## src/dcfc_pkg.sv

```systemverilog
// package: register map, field layout and shared types for the comparator block
package dcfc_pkg;
   // ==========================================
   // register offsets (byte addresses)
   localparam logic [3:0] DCFC_OFS_CFG0 = 4'h0;
   localparam logic [3:0] DCFC_OFS_CFG1 = 4'h4;
   localparam logic [3:0] DCFC_OFS_PWR = 4'h8;
   localparam logic [3:0] DCFC_OFS_STAT = 4'hC;
   // ==========================================
   // config register fields
   localparam int DCFC_B_EN = 0;
   localparam int DCFC_B_PSEL = 1;
   localparam int DCFC_B_NREF = 2;
   localparam int DCFC_B_OE = 3;
   localparam int DCFC_B_IE = 4;
   localparam int DCFC_B_OUT = 5;
   localparam int DCFC_B_FLAG = 6;
   // power control bit that shuts both comparators
   localparam int DCFC_B_PWR_OFF = 5;
   localparam int DCFC_B_TPD = 0;
   localparam logic [31:0] DCFC_CFG_RST = 32'h0000_0000;
   localparam logic [7:0] DCFC_PWR_RST = 8'h00;
   // ==========================================
   // analog side of one comparator
   typedef struct packed {
      logic en;
      logic psel;
      logic nref;
   } dcfc_ana_ctl_t;
endpackage

```

## src/dcfc_sync.sv

```systemverilog
// two-flop synchroniser for a comparator output
`timescale 1ns/1ps
module dcfc_sync
   import dcfc_pkg::*;
(
   // clock and reset
   input wire logic mclk,
   input wire logic srst,
   // data
   input wire logic d,
   output logic q
);
   logic meta_q;

   always_ff @(posedge mclk) begin
      if (srst) begin
         meta_q <= 1'b1;
         q <= 1'b1;
      end else begin
         meta_q <= d;
         q <= meta_q;
      end
   end
endmodule

```

## src/dcfc_top.sv

```systemverilog
// dual comparator control, change flags, interrupt and wake logic
//
// Decided for this implementation: the Avalon-MM slave port and the register addresses.
`timescale 1ns/1ps
// Function
// RULE1 - output one when positive exceeds negative
// RULE2 - selectable positive pin, negative pin or reference
// RULE3 - output readable, optionally driven to pin
// RULE4 - change flag set on every output edge
// RULE5 - flag pollable, interrupt when enabled
// RULE6 - both requests share one interrupt line
// RULE7 - software waits 10 us after enable
// RULE8 - disabled comparator output forced high
// RULE9 - forced rise sets flag, may interrupt
// RULE10 - software masks before disable, clears after
// RULE11 - comparators keep running in idle, power-down
// RULE12 - total power-down disables both comparators
// RULE13 - enabled change wakes processor from sleep
// RULE14 - power control bit five disables both
// RULE15 - software picks push-pull for routed output
// RULE16 - two-flop sync, asynchronous wake detector
module dcfc_top
   import dcfc_pkg::*;
(
   // clock and reset
   input wire logic mclk,
   input wire logic srst,
   // avalon-mm slave
   input wire logic [3:0] avs_address,
   input wire logic avs_read,
   input wire logic avs_write,
   input wire logic [31:0] avs_writedata,
   input wire logic [3:0] avs_byteenable,
   output logic [31:0] avs_readdata,
   output logic avs_waitrequest,
   // analog cores
   input wire logic [1:0] cmp_raw,
   output dcfc_ana_ctl_t [1:0] ana_ctl,
   // pins and system
   output logic [1:0] comparator_output_pin,
   output logic [1:0] comparator_output_pin_oe,
   input wire logic idle_mode,
   input wire logic pdown_mode,
   output logic irq,
   output logic wake
);
   // ==========================================
   // state
   logic [1:0] en_q, psel_q, nref_q, oe_q, ie_q;
   logic [1:0] comparator_change_flag_q;
   logic [1:0] out_q;
   logic [1:0] out_prev_q;
   logic [1:0] sync_out;
   logic [1:0] run;
   logic [1:0] wake_req;
   logic [7:0] power_control_a_q;
   logic ack_q;
   logic [1:0] flag_set;
   logic [1:0] flag_clr;
   logic wr_hit, rd_hit;

   // ==========================================
   // bus handshake: one wait cycle then accept
   assign wr_hit = avs_write && ack_q;
   assign rd_hit = avs_read && ack_q;

   always_ff @(posedge mclk) begin
      if (srst) begin
         ack_q <= 1'b0;
      end else begin
         ack_q <= (avs_read || avs_write) && !ack_q;
      end
   end

   always_ff @(posedge mclk) begin
      if (srst) begin
         avs_waitrequest <= 1'b1;
      end else begin
         avs_waitrequest <= !((avs_read || avs_write) && !ack_q);
      end
   end

   // ==========================================
   // power control register
   always_ff @(posedge mclk) begin
      if (srst) begin
         power_control_a_q <= DCFC_PWR_RST;
      end else if (wr_hit && avs_address == DCFC_OFS_PWR && avs_byteenable[0]) begin
         power_control_a_q <= avs_writedata[7:0]; // RULE14
      end
   end

   // ==========================================
   // per-comparator logic
   genvar gi;
   generate
      for (gi = 0; gi < 2; gi++) begin : g_cmp
         localparam logic [3:0] OFS = (gi == 0) ? DCFC_OFS_CFG0 : DCFC_OFS_CFG1;
         logic cfg_wr;
         assign cfg_wr = wr_hit && avs_address == OFS && avs_byteenable[0];

         always_ff @(posedge mclk) begin
            if (srst) begin
               en_q[gi] <= 1'b0;
               psel_q[gi] <= 1'b0;
               nref_q[gi] <= 1'b0;
               oe_q[gi] <= 1'b0;
               ie_q[gi] <= 1'b0;
            end else if (cfg_wr) begin
               en_q[gi] <= avs_writedata[DCFC_B_EN];
               psel_q[gi] <= avs_writedata[DCFC_B_PSEL]; // RULE2
               nref_q[gi] <= avs_writedata[DCFC_B_NREF]; // RULE2
               oe_q[gi] <= avs_writedata[DCFC_B_OE];
               ie_q[gi] <= avs_writedata[DCFC_B_IE];
            end
         end

         // run unless shut by power bit or total power-down
         assign run[gi] = en_q[gi] && !power_control_a_q[DCFC_B_PWR_OFF] // RULE14
                          && !power_control_a_q[DCFC_B_TPD]; // RULE12 RULE11

         always_ff @(posedge mclk) begin
            if (srst) begin
               ana_ctl[gi] <= '0;
            end else begin
               ana_ctl[gi] <= '{en: run[gi], psel: psel_q[gi], nref: nref_q[gi]}; // RULE2
            end
         end

         dcfc_sync u_sync (
            .mclk(mclk),
            .srst(srst),
            .d(cmp_raw[gi]),
            .q(sync_out[gi])
         ); // RULE16

         always_ff @(posedge mclk) begin
            if (srst) begin
               out_q[gi] <= 1'b1;
               out_prev_q[gi] <= 1'b1;
            end else begin
               out_q[gi] <= run[gi] ? sync_out[gi] : 1'b1; // RULE1 RULE8
               out_prev_q[gi] <= out_q[gi];
            end
         end

         assign flag_set[gi] = out_q[gi] != out_prev_q[gi]; // RULE4 RULE9
         assign flag_clr[gi] = cfg_wr && avs_writedata[DCFC_B_FLAG];

         // write one clears; a same-cycle edge wins
         always_ff @(posedge mclk) begin
            if (srst) begin
               comparator_change_flag_q[gi] <= 1'b0;
            end else if (flag_set[gi]) begin
               comparator_change_flag_q[gi] <= 1'b1; // RULE4
            end else if (flag_clr[gi]) begin
               comparator_change_flag_q[gi] <= 1'b0;
            end
         end

         always_ff @(posedge mclk) begin
            if (srst) begin
               comparator_output_pin[gi] <= 1'b1;
               comparator_output_pin_oe[gi] <= 1'b0;
            end else begin
               comparator_output_pin[gi] <= out_q[gi]; // RULE3
               comparator_output_pin_oe[gi] <= oe_q[gi]; // RULE3 RULE15
            end
         end

         dcfc_wake u_wake (
            .mclk(mclk),
            .srst(srst),
            .arm(run[gi] && ie_q[gi] && pdown_mode),
            .raw(cmp_raw[gi]),
            .ref_lvl(out_q[gi]),
            .wake(wake_req[gi])
         ); // RULE16 RULE13
      end
   endgenerate

   // ==========================================
   // interrupt and wake outputs
   always_ff @(posedge mclk) begin
      if (srst) begin
         irq <= 1'b0;
      end else begin
         irq <= |(comparator_change_flag_q & ie_q); // RULE5 RULE6
      end
   end

   always_ff @(posedge mclk) begin
      if (srst) begin
         wake <= 1'b0;
      end else begin
         wake <= ((idle_mode || pdown_mode) && |(comparator_change_flag_q & ie_q))
                 || |wake_req; // RULE13
      end
   end

   // ==========================================
   // read data
   function automatic logic [31:0] cfg_word(input int i);
      logic [31:0] w;
      w = DCFC_CFG_RST;
      w[DCFC_B_EN] = en_q[i];
      w[DCFC_B_PSEL] = psel_q[i];
      w[DCFC_B_NREF] = nref_q[i];
      w[DCFC_B_OE] = oe_q[i];
      w[DCFC_B_IE] = ie_q[i];
      w[DCFC_B_OUT] = out_q[i];
      w[DCFC_B_FLAG] = comparator_change_flag_q[i];
      return w;
   endfunction

   always_ff @(posedge mclk) begin
      if (srst) begin
         avs_readdata <= 32'h0000_0000;
      end else if (rd_hit || ((avs_read) && !ack_q)) begin
         unique case (avs_address)
            DCFC_OFS_CFG0: avs_readdata <= cfg_word(0); // RULE3 RULE5
            DCFC_OFS_CFG1: avs_readdata <= cfg_word(1);
            DCFC_OFS_PWR: avs_readdata <= {24'h00_0000, power_control_a_q};
            DCFC_OFS_STAT: avs_readdata <= {28'h000_0000, comparator_change_flag_q, out_q};
            default: avs_readdata <= 32'h0000_0000;
         endcase
      end
   end

   // ==========================================
   // checks
   flag_on_edge_a: assert property (@(posedge mclk) disable iff (srst) // RULE4
      $changed(out_prev_q[0]) |-> comparator_change_flag_q[0])
      else $error("flag not set on output change");
   flag_second_a: assert property (@(posedge mclk) disable iff (srst) // RULE4
      $changed(out_prev_q[1]) |-> comparator_change_flag_q[1])
      else $error("second flag not set on output change");
   forced_high_a: assert property (@(posedge mclk) disable iff (srst) // RULE8
      !run[1] |=> out_q[1])
      else $error("disabled output not high");
   forced_first_a: assert property (@(posedge mclk) disable iff (srst) // RULE8
      !run[0] |=> out_q[0])
      else $error("disabled first output not high");
   pwr_off_a: assert property (@(posedge mclk) disable iff (srst) // RULE14
      power_control_a_q[DCFC_B_PWR_OFF] |=> !ana_ctl[0].en && !ana_ctl[1].en)
      else $error("power bit did not disable");
   tpd_off_a: assert property (@(posedge mclk) disable iff (srst) // RULE12
      power_control_a_q[DCFC_B_TPD] |=> !ana_ctl[0].en)
      else $error("total power-down left comparator on");
   tpd_second_a: assert property (@(posedge mclk) disable iff (srst) // RULE12
      power_control_a_q[DCFC_B_TPD] |=> !ana_ctl[1].en)
      else $error("total power-down left second comparator on");
   irq_level_a: assert property (@(posedge mclk) disable iff (srst) // RULE5
      |(comparator_change_flag_q & ie_q) |=> irq)
      else $error("interrupt missing");
   irq_drop_a: assert property (@(posedge mclk) disable iff (srst) // RULE5
      !(|(comparator_change_flag_q & ie_q)) |=> !irq)
      else $error("interrupt without enabled flag");
   irq_share_a: assert property (@(posedge mclk) disable iff (srst) // RULE6
      irq |-> $past(|(comparator_change_flag_q & ie_q)))
      else $error("spurious interrupt");
   out_follow_a: assert property (@(posedge mclk) disable iff (srst) // RULE1
      run[0] && $past(run[0]) |-> out_q[0] == $past(sync_out[0]))
      else $error("output does not follow compare");
   follow_second_a: assert property (@(posedge mclk) disable iff (srst) // RULE1
      run[1] && $past(run[1]) |-> out_q[1] == $past(sync_out[1]))
      else $error("second output does not follow compare");
   sel_pass_a: assert property (@(posedge mclk) disable iff (srst) // RULE2
      ana_ctl[0].psel == $past(psel_q[0]) && ana_ctl[0].nref == $past(nref_q[0]))
      else $error("input selection not passed on");
   pin_route_a: assert property (@(posedge mclk) disable iff (srst) // RULE3
      comparator_output_pin_oe[0] |-> comparator_output_pin[0] == $past(out_q[0]))
      else $error("pin not routed");
   oe_pass_a: assert property (@(posedge mclk) disable iff (srst) // RULE3
      comparator_output_pin_oe == $past(oe_q))
      else $error("pin enable not passed on");
   flag_hold_a: assert property (@(posedge mclk) disable iff (srst) // RULE5
      comparator_change_flag_q[0] && !flag_clr[0] |=> comparator_change_flag_q[0])
      else $error("flag lost without clear");
   sync_delay_a: assert property (@(posedge mclk) disable iff (srst) // RULE16
      run[0] ##1 run[0] ##1 run[0] |-> out_q[0] == $past(cmp_raw[0], 3))
      else $error("sync latency wrong");
   wake_idle_a: assert property (@(posedge mclk) disable iff (srst) // RULE13
      idle_mode && |(comparator_change_flag_q & ie_q) |=> wake)
      else $error("no wake");
   wake_pdown_a: assert property (@(posedge mclk) disable iff (srst) // RULE13
      pdown_mode && |(comparator_change_flag_q & ie_q) |=> wake)
      else $error("no wake in power-down");
   wake_async_a: assert property (@(posedge mclk) disable iff (srst) // RULE16
      |wake_req |=> wake)
      else $error("change detector did not wake");
   disable_rise_a: assert property (@(posedge mclk) disable iff (srst) // RULE9
      !out_q[1] ##1 !run[1] |-> ##[1:2] comparator_change_flag_q[1])
      else $error("disable rise did not flag");
   cfg_keep_a: assert property (@(posedge mclk) disable iff (srst) // RULE11
      idle_mode && en_q[0] && !power_control_a_q[DCFC_B_PWR_OFF]
      && !power_control_a_q[DCFC_B_TPD] |=> ana_ctl[0].en)
      else $error("idle stopped comparator");
   wait_one_a: assert property (@(posedge mclk) disable iff (srst)
      !avs_waitrequest |=> avs_waitrequest)
      else $error("wait request low for more than one cycle");
   cv_irq_c: cover property (@(posedge mclk) irq);
   cv_wake_c: cover property (@(posedge mclk) wake && pdown_mode);
   cv_both_c: cover property (@(posedge mclk) &comparator_change_flag_q);
   cv_forced_c: cover property (@(posedge mclk) !out_q[1] ##1 !run[1] ##2 comparator_change_flag_q[1]);
   cv_tpd_c: cover property (@(posedge mclk) en_q[0] && power_control_a_q[DCFC_B_TPD]);
endmodule

```

## src/dcfc_wake.sv

```systemverilog
// asynchronous change catcher that raises wake while the clock is stopped
`timescale 1ns/1ps
module dcfc_wake
   import dcfc_pkg::*;
(
   // clock and reset
   input wire logic mclk,
   input wire logic srst,
   // control
   input wire logic arm,
   input wire logic raw,
   input wire logic ref_lvl,
   // result
   output logic wake
);
   // level compare needs no clock: a mismatch with the last sampled level wakes
   logic mism_q;

   always_ff @(posedge mclk) begin
      if (srst) begin
         mism_q <= 1'b0;
      end else begin
         mism_q <= arm && (raw != ref_lvl);
      end
   end

   assign wake = arm && ((raw != ref_lvl) || mism_q);
endmodule

```

## config.mk

```make
export PLATFORM = sky130hd
export DESIGN_NAME = dcfc_top
export DESIGN_NICKNAME = d
export VERILOG_FILES = /design/src/dcfc_pkg.sv /design/src/dcfc_sync.sv /design/src/dcfc_top.sv /design/src/dcfc_wake.sv
export SDC_FILE = /design/constraint.sdc
export NUM_CORES = 1
export LEC_CHECK = 0
export BUFFER_PORTS_ARGS = -buffer_cell sky130_fd_sc_hd__clkbuf_2
export CAP_MARGIN = 20
export CORE_AREA = 8 8 70 102
export DETAILED_ROUTE_END_ITERATION = 6
export DIE_AREA = 0 0 78 110
export PLACE_DENSITY = 0.66
export SLEW_MARGIN = 10
export SYNTH_ARGS = -nofsm -noshare
export SYNTH_HDL_FRONTEND = slang
export SYNTH_HIERARCHICAL = 1
export SYNTH_SLANG_ARGS = --single-unit
```

## constraint.sdc

```tcl
create_clock -name mclk -period 1.3 [get_ports mclk]
set_input_delay 0.195 -clock mclk [delete_from_list [all_inputs] [get_ports mclk]]
set_output_delay 0.195 -clock mclk [all_outputs]
set_load 0.1 [all_outputs]
```

==> results.ini, run 1 <==
[outcome]
status = finished, final reports clean

[clocking]
htreeDepth = 2
cts_tree = done
clk_pin_slew_ps = 90
root_buffer = clkbuf_8
clock_latency_ps = 300
cts.sinks = 50
cts_buffers = 5
clockBufferDepth = 2
holdBufCountCts = 0
postCtsSetupBuffers = 0

[floorplan]
start_util = 0.3848
die_h_microns = 110
rows = 34
die_area_sq_mm = 0.008580
ios = 93
die_w_microns = 78
core-area_sq_mm = 0.005700

[global_route]
antenna_found_initial = 0
first_global_vias = 1847
grt_max_degree = 28
grt_usage = 0.1235
grt-ovfl-total = 0
grt_pass1_wl_mm = 8.473

[yosys]
ys_ff_latch = 50
synth_edf_count = 0
synthMuxAreaShare = 0.08329
yosysWarnings = 6
synth.lib_cells_used.distinct = 40
synth_top_family_by_area = simple AND/OR/NAND/NOR gates
synth_top_cell_area_share = 0.4564
netlist_top_cells_area = dfxtp_1 (46%), buf_4 (8.2%), mux2i_1 (7.3%), nand2b_1 (5.4%), a21oi_1 (3.0%)
ys.flop_type = dfxtp_1
synthAdderAreaFrac = 0
synth_cells = 224
syn-cell-area_sq_mm = 0.002193
yosys.area.top_type = dfxtp_1
synthXorXnorAreaFrac = 0.01597
synthTopCellsByCount = dfxtp_1 (50), buf_4 (24), nand2b_1 (19)
synth.most_common_cell = dfxtp_1
synth-compound-area-share = 0.1187
async_flop_share = 0
syn_area_per_cell_sq_um = 9.792
synth_seq_area_share = 0.4564
yosys.area_share.simple = 0.2191

[worst_setup_path]
crit_chain = xor2_1, o21a_1, nor2_1, o21ai_0, nor2b_1
crit_slowest_cell = dfxtp_1
critPathArrivalTime_ps = 1380
cp_max_fo = 5
startpoint = out_q[1]
path_class = reg -> reg
crit_required_ps = 1490
path_buf_inv = 0
r2r-start = out_q[1]
cpPeakStageDelay_ps = 490
end_kind = flip-flop
reg2reg_slack_ps = 110
path_delay_family = flip-flops
cp-start-kind = flip-flop

[worst_hold_path]
min-delay-start = cmp_raw[0]
hp-class = in -> reg

[sta]
period_share = 0.9126
hold_viol = 0
fmax_mhz = 842.9
setup_tns_ps = 0
skew_ps = 8.285
holdWs_ps = 104.0
setup_violations = 0
maxSlewViolCount = 0
period_minus_slack_ps = 1186
grt_setup_unrepaired = false

[cells_and_area]
reg_top3 = avs_readdata: 8 flops, power_control_a_q: 8 flops, ana_ctl: 6 flops
finalInstanceArea_sq_mm = 0.002890
finish.net_count = 326
diodes = 0
n_fill_cell = 555
syn2layout_area_growth_pct = 31.77
drive_gt1_frac = 0.2760

[place]
post_dp_cell_area_sq_mm = 0.002741
placement.io_buffers = 41
dpl.hpwl_mm = 3.997
gp_congestion = 0.8667

[route]
via_count = 1684
drt-initial-drc-count = 94
ant_nets = 0
avgRoutedWirePerCell_microns = 14.71
drt_pass1_iterations = 4
detail_route.wirelength_mm = 5.164
drcViolationCount = 0
vias_per_cell = 4.798

[power]
leakage_uw = 0.001162
p_per_area_mw_per_mm2 = 1180
ir_drop_uv = 635.3
p_total_uw = 3412

[run]
cap_violations = 0

-- layout by cell type, fill, tap and decap left out, drive strengths merged, types with 2 or more instances in the layout --
| cell type | n |
|---|---|
| a21oi | 13 |
| a22o | 4 |
| a22oi | 3 |
| and2 | 2 |
| and3 | 4 |
| and3b | 2 |
| buf | 36 |
| bufinv | 2 |
| clkbuf | 26 |
| conb | 24 |
| dfxtp | 50 |
| mux2 | 2 |
| mux2i | 16 |
| nand2 | 3 |
| nand2b | 19 |
| nand3 | 11 |
| nand4 | 2 |
| nor2 | 5 |
| nor2b | 9 |
| nor3 | 2 |
| nor4b | 2 |
| o21a | 3 |
| o21ai | 16 |
| o22ai | 4 |
| or2 | 6 |
| or4b | 2 |
| xnor2 | 2 |
| xor2 | 2 |
-- where the power goes --
group	total [uW]	switching [uW]	internal [uW]	leakage [uW]
clock network	1330	507	820	0.0000714
logic	535	434	101	0.000687
registers	1550	6.34	1540	0.000404
total	3410	947	2460	0.00116
-- routing by layer --
layer	global-route usage	vias to the layer above	wire, microns	share of wire
met1	0.1324	768	2090	0.40
met4	0.07447	0	219	0.042
met5	0	-	0	0
met3	0.02922	13	227	0.044
met2	0.2169	60	2627	0.51
li1	-	843	-	-
-- stage by stage --
step                instances  worst slack [ps]    util
finish                    351             113.6  0.5070
CTS                       351             96.66  0.5059
global route              351             26.73  0.5070
global placement          343            -25.33  0.4809
floorplan                 247             59.51       -
detailed placement        343            -89.32  0.4809
-- kinds of logic after synthesis --
family,count (synthesis)
other,1
muxes,18
xor gates and xnor gates,4
AOI/OAI and AO/OA,44
DFF,50
and+or+nand+nor,74
buffers and inverters,33
-- final timing paths --
check,cells after the start,end
min reg2reg,1,g_cmp[1].u_sync/q
min,2,g_cmp[0].u_sync/meta_q
max,5,wake
max reg2reg,5,wake
-- area by class of cell --
type                       count  area [sq um]  share of cell area
clock inverter                 2         60.06             0.02078
sequential                    50          1005              0.3476
clock buffer                   6         82.58             0.02857
multi-input combinational    164          1054              0.3645
tap                           72         90.09             0.03117
inverter                       1         3.754            0.001299
timing repair buffer          56         595.6              0.2061
-- timing repair --
action / CTS / global route
hold endpoints to repair: 0 / 0
gates resized for setup: 0 / 2
endpoints found under the setup margin: 0 / 4
(Power assumes the default switching activity.)
==> inputs of run 2 (changes only) <==
--- a/config.mk
+++ b/config.mk
@@ -11,6 +11,7 @@
 export DETAILED_ROUTE_END_ITERATION = 6
 export DIE_AREA = 0 0 78 110
 export PLACE_DENSITY = 0.66
+export REMOVE_ABC_BUFFERS = 1
 export SLEW_MARGIN = 10
 export SYNTH_ARGS = -nofsm -noshare
 export SYNTH_HDL_FRONTEND = slang
==> results.ini, run 2 (synthesis gave the netlist of run 1 again) <==
[outcome]
status = finished, final reports clean

[sta]
maxSlewViolCount = 0  ; unchanged
finalWorstSetupSlack_ps = 128.1  ; +14.53 ps
period_share = 0.9015  ; -0.01118
hold_viol = 0  ; unchanged
grt_setup_unrepaired = false
skew_ps = 9.231  ; +0.9460 ps
fmax_mhz = 853.3  ; +1.2%
setup_violations = 0  ; unchanged
setup_tns_ps = 0  ; unchanged
period_minus_slack_ps = 1172  ; -14.53 ps

[power]
p_per_area_mw_per_mm2 = 1165  ; -1.3%
ir_drop_uv = 639.8  ; +0.71%
leakage_uw = 0.001188  ; +2.2%

[worst_setup_path]
end_kind = flip-flop
crit_path_frequent_cell = and3_1
cp-start-kind = flip-flop
reg2reg_slack_ps = 130  ; about the same
crit_end = power_control_a_q[2]
worst_r2r_path_depth = 4  ; -1
startpoint = ack_q
path_buf_inv = 1  ; +1
cpPeakStageDelay_ps = 380  ; -110 ps
critPathArrivalTime_ps = 1410  ; +30 ps
crit_required_ps = 1530  ; +40 ps
path_class = reg -> reg
r2r_end = power_control_a_q[2]
r2r-start = ack_q
path_delay_family = flip-flops
crit_slowest_cell = dfxtp_1
crit_chain = and3_1, and3_1, buf_4, mux2i_1
cp_max_fo = 4  ; -1
cp.depth = 4  ; -1

[global_route]
met2_usage = 0.2313  ; +0.01438
grtUsageMet3 = 0.03247  ; +0.003247
globalRouteMet1Util = 0.1174  ; -0.01501
grt_pass1_wl_mm = 8.376  ; -1.1%
grt-ovfl-total = 0  ; unchanged
grt_usage = 0.1208  ; -0.002696
grt_max_degree = 23  ; -18%
antenna_found_initial = 0  ; unchanged
first_global_vias = 1854  ; +0.38%
busiest_layer = met2

[cells_and_area]
drive_gt1_frac = 0.2782  ; +0.002183
final_common_cell = dfxtp_1
final_cell_mix = dfxtp_1 (50), conb_1 (24), buf_4 (23), clkbuf_2 (20), nand2b_1 (19)
finish.net_count = 331  ; +1.5%
diodes = 0  ; unchanged
syn2layout_area_growth_pct = 33.31
n_fill_cell = 547  ; -1.4%
stdcell_count = 356  ; +1.4%
reg_top3 = avs_readdata: 8 flops, power_control_a_q: 8 flops, ana_ctl: 6 flops

[place]
dpl.hpwl_mm = 4.073  ; +1.9%
gp_congestion = 0.8710  ; +0.50%
placement.io_buffers = 41  ; unchanged
pre_cts_ws_ps = -81.46  ; +7.854 ps
place_inst = 348  ; +1.5%

[route]
vias_per_cell = 4.961  ; +3.4%
drcViolationCount = 0  ; unchanged
drt-initial-drc-count = 79  ; -16%
detail_route.wirelength_mm = 5.248  ; +1.6%
drt_pass1_iterations = 4  ; unchanged
avgRoutedWirePerCell_microns = 14.74  ; +0.20%
ant_nets = 0  ; unchanged
via_count = 1766  ; +4.9%

[clocking]
clockBufferDepth = 2  ; unchanged
root_buffer = clkbuf_8
clock_latency_ps = 300  ; about the same
clk_pin_slew_ps = 90  ; about the same
htreeDepth = 2  ; unchanged
holdBufCountCts = 0  ; unchanged
cts_buffers = 5  ; unchanged
cts.sinks = 50  ; unchanged
cts_tree = done

[floorplan]
die_w_microns = 78  ; unchanged
start_util = 0.3848  ; unchanged
die_h_microns = 110  ; unchanged
rows = 34  ; unchanged
die_area_sq_mm = 0.008580  ; unchanged
ios = 93  ; unchanged
core-area_sq_mm = 0.005700  ; unchanged

[run]
cap_violations = 0  ; unchanged

[worst_hold_path]
hp-class = in -> reg

## run 2: repair_timing
action | 4_1_cts | 5_1_grt
resized for setup | 0 | 1
endpoints found under the setup margin | 0 | 1
buffers inserted | 0 | 0
## run 2: stage by stage
stage / utilization / hold WS (ps) / instance area, sq um / total power, uW
6_report: 0.5130 / 104.3 / 2924 / 3406
5_1_grt: 0.5130 / 97.89 / 2924 / 3535
4_1_cts: 0.5121 / 97.98 / 2919 / 3429
3_5_place_dp: 0.4871 / 395.6 / 2776 / 2120
3_3_place_gp: 0.4871 / 389.2 / 2776 / 2115
2_1_floorplan: - / 264.1 / 2053 / 1976
## run 2: worst min path at each step
stage | start | endpoint | slack (ps) | cells after the start
floorplan | srst | avs_readdata[7] | 260 | 1
global placement | g_cmp[0].u_sync/q | out_q[0] | 390 | 1
detailed placement | g_cmp[1].u_sync/meta_q | g_cmp[1].u_sync/q | 400 | 1
CTS | cmp_raw[0] | g_cmp[0].u_sync/meta_q | 100 | 2
global route | cmp_raw[0] | g_cmp[0].u_sync/meta_q | 100 | 2
finish | cmp_raw[0] | g_cmp[0].u_sync/meta_q | 100 | 2
## run 2: area by class of cell
| type | instances | area, sq um | share of cell area |
|---|---|---|---|
| clock inverters | 2 | 60.06 | 0.02054 |
| well taps | 72 | 90.09 | 0.03081 |
| clock buffers | 6 | 82.58 | 0.02824 |
| repair buffers | 61 | 633.1 | 0.2165 |
| flip-flops and latches | 50 | 1001 | 0.3423 |
| inverters | 1 | 3.754 | 0.001284 |
| multi-input cells | 164 | 1054 | 0.3603 |
## run 2: worst register-to-register path, cell delays in order (launching register included)
cell and delay, ps:
dfxtp_1 380, and3_1 190, and3_1 190, buf_4 170, mux2i_1 190
## run 2: routing by layer
layer  share of wire  up-vias
met2            0.54       52
met5               0        -
li1                -      851
met4           0.024        0
met3           0.060       10
met1            0.38      853
## run 2: where the power goes
part	leakage (uW)	switching [uW]	internal, uW
Sequential	0.000404	6.15	1540
Clock	0.0000714	497	820
Combinational	0.000712	436	103
Total	0.00119	940	2470
==> inputs of run 3 (changes only) <==
--- a/config.mk
+++ b/config.mk
@@ -7,10 +7,10 @@
 export LEC_CHECK = 0
 export BUFFER_PORTS_ARGS = -buffer_cell sky130_fd_sc_hd__clkbuf_2
 export CAP_MARGIN = 20
-export CORE_AREA = 8 8 70 102
+export CORE_AREA = 8 8 65 109
 export DETAILED_ROUTE_END_ITERATION = 6
-export DIE_AREA = 0 0 78 110
-export PLACE_DENSITY = 0.66
+export DIE_AREA = 0 0 73 117
+export PLACE_DENSITY = 0.67
 export REMOVE_ABC_BUFFERS = 1
 export SLEW_MARGIN = 10
 export SYNTH_ARGS = -nofsm -noshare
==> results.ini, run 3 (synthesis gave the netlist of run 1 again) <==
[route]
via_count = 1731  ; -2.0%
ant_nets = 0  ; unchanged
drcViolationCount = 0  ; unchanged
avgRoutedWirePerCell_microns = 14.41  ; -2.3%
detail_route.wirelength_mm = 5.216  ; -0.61%
topRoutingLayerUsed = met4
wl_met2_mm = 2.808  ; -0.32%
drt-initial-drc-count = 69  ; -13%
wl_met1_mm = 1.904  ; -4.4%
drt_pass1_iterations = 4  ; unchanged
vias_per_cell = 4.782  ; -3.6%
wl_met3_microns = 275  ; -12%

[floorplan]
core-area_sq_mm = 0.005694  ; -0.11%
start_util = 0.3852  ; +0.0004227
die_w_microns = 73  ; -6.4%
die_area_sq_mm = 0.008541  ; -0.45%
rows = 37  ; +8.8%
die_h_microns = 117  ; +6.4%
ios = 93  ; unchanged

[clocking]
clock_latency_ps = 310  ; about the same
clockBufferDepth = 2  ; unchanged
cts.sinks = 50  ; unchanged
cts_buffers = 5  ; unchanged
cts_resized = 0  ; unchanged
htreeDepth = 2  ; unchanged
root_buffer = clkbuf_8
postCtsSetupBuffers = 0  ; unchanged
holdBufCountCts = 0  ; unchanged
clk_pin_slew_ps = 90  ; about the same
cts_tree = done

[cells_and_area]
n_fill_cell = 532  ; -2.7%
syn2layout_area_growth_pct = 34.68
finalInstanceArea_sq_mm = 0.002954  ; +1.0%
final_common_cell = dfxtp_1
finish.net_count = 331  ; unchanged
drive_gt1_frac = 0.2852  ; +0.007042
diodes = 0  ; unchanged
stdcell_count = 362  ; +1.7%
final_cell_mix = dfxtp_1 (48), conb_1 (24), buf_12 (22), clkbuf_2 (20)
reg_top3 = avs_readdata: 8 flops, power_control_a_q: 8 flops, ana_ctl: 6 flops

[worst_setup_path]
path_class = reg -> reg
crit_slowest_cell = dfxtp_1
end_kind = flip-flop
cpPeakStageDelay_ps = 380  ; about the same
crit_path_frequent_cell = and3_1
crit_required_ps = 1540  ; about the same
cp_max_fo = 4  ; unchanged
cp-start-kind = flip-flop
critPathArrivalTime_ps = 1430  ; +20 ps
crit_chain = and3_1, and3_1, buf_4, mux2i_1

[power]
ir_drop_uv = 814.2  ; +27%
p_per_area_mw_per_mm2 = 1086  ; -6.8%
sw_frac_of_total = 0.3026  ; +0.02666
clockPowerShare = 0.344  ; -0.043
combinationalPowerShare = 0.172  ; +0.014
p_switching_uw = 970.4  ; +3.3%
leakage_uw = 0.001192  ; +0.37%
seqPwrFrac = 0.483  ; +0.028
intPower_uw = 2237  ; -9.3%

[place]
place_inst = 354  ; +1.7%
post_dp_cell_area_sq_mm = 0.002834  ; +2.1%
placement.io_buffers = 41  ; unchanged
dpl.hpwl_mm = 4.159  ; +2.1%
gp_congestion = 0.8637  ; -0.84%

[global_route]
grt-ovfl-total = 0  ; unchanged
grt_pass1_wl_mm = 8.507  ; +1.6%
grt_max_degree = 42  ; +83%
antenna_found_initial = 0  ; unchanged
first_global_vias = 1856  ; +0.11%
grt_usage = 0.1304  ; +0.009576

[run]
cap_violations = 0  ; unchanged

[sta]
hold_viol = 0  ; unchanged
setup_violations = 0  ; unchanged
holdWs_ps = 90.79  ; -13.52 ps
skew_ps = 8.380  ; -0.8510 ps
period_minus_slack_ps = 1184  ; +11.89 ps
maxSlewViolCount = 0  ; unchanged
period_share = 0.9106  ; +0.009146
grt_setup_unrepaired = false
fmax_mhz = 844.7  ; -1.0%

[worst_hold_path]
hp-class = in -> reg

[outcome]
status = finished, final reports clean

## run 3: cell types whose count changed in the layout (fill, tap and decap cells not counted), sizes merged
cell	change
clkbuf	-1
bufinv	-1
clkinv	+1
inv	+1
## run 3: cell type report
| cell class | instances | area [sq um] | area share |
|---|---|---|---|
| multi-input combinational | 164 | 1054 | 0.3566 |
| sequential | 50 | 1003 | 0.3397 |
| inverter | 1 | 3.754 | 0.001271 |
| clock inverter | 3 | 43.79 | 0.01482 |
| clock buffer | 5 | 68.82 | 0.02330 |
| tap | 78 | 97.59 | 0.03304 |
| timing repair buffer | 61 | 683.2 | 0.2313 |
## run 3: path summary, 6_finish.rpt
| path | cells past startpoint | to | slack, ps | start |
|---|---|---|---|---|
| max | 4 | power_control_a_q[6] | 120 | ack_q |
| min | 2 | g_cmp[1].u_sync/meta_q | 90 | cmp_raw[1] |
| max reg2reg | 4 | power_control_a_q[6] | 120 | ack_q |
| min reg2reg | 1 | g_cmp[1].u_sync/q | 420 | g_cmp[1].u_sync/meta_q |
## run 3: layer usage
metal	vias to the layer above	track usage
met1	805	0.1240
met5	-	0
li1	852	-
met2	57	0.2364
met3	17	0.03242
met4	0	0.09140
## run 3: metrics by stage
| step | worst slack, ps | total power (uW) | util | setup TNS [ps] |
|---|---|---|---|---|
| 2_1_floorplan | -57.86 | 1976 | - | -524.8 |
| 4_1_cts | 106.5 | 3246 | 0.5175 | 0 |
| 5_1_grt | 1.397 | 3336 | 0.5188 | 0 |
| 6_report | 116.2 | 3207 | 0.5188 | 0 |
| 3_5_place_dp | -32.10 | 2136 | 0.4977 | -110.3 |
| 3_3_place_gp | -0.01987 | 2131 | 0.4977 | -0.01987 |
## run 3: power groups by stage
stage / logic [uW] / clock network (uW) / registers (uW)
2_1_floorplan: 369 / 0 / 1610
3_3_place_gp: 545 / 0 / 1590
3_5_place_dp: 550 / 0 / 1590
4_1_cts: 550 / 1150 / 1550
5_1_grt: 576 / 1210 / 1550
6_report: 553 / 1100 / 1550
## run 3: critical path, delay by kind of cell, from the launching register on
family | cells | cell delay [ps]
buffers and inverters | 1 | 160
DFF | 1 | 380
muxes | 1 | 180
and+or+nand+nor | 2 | 400
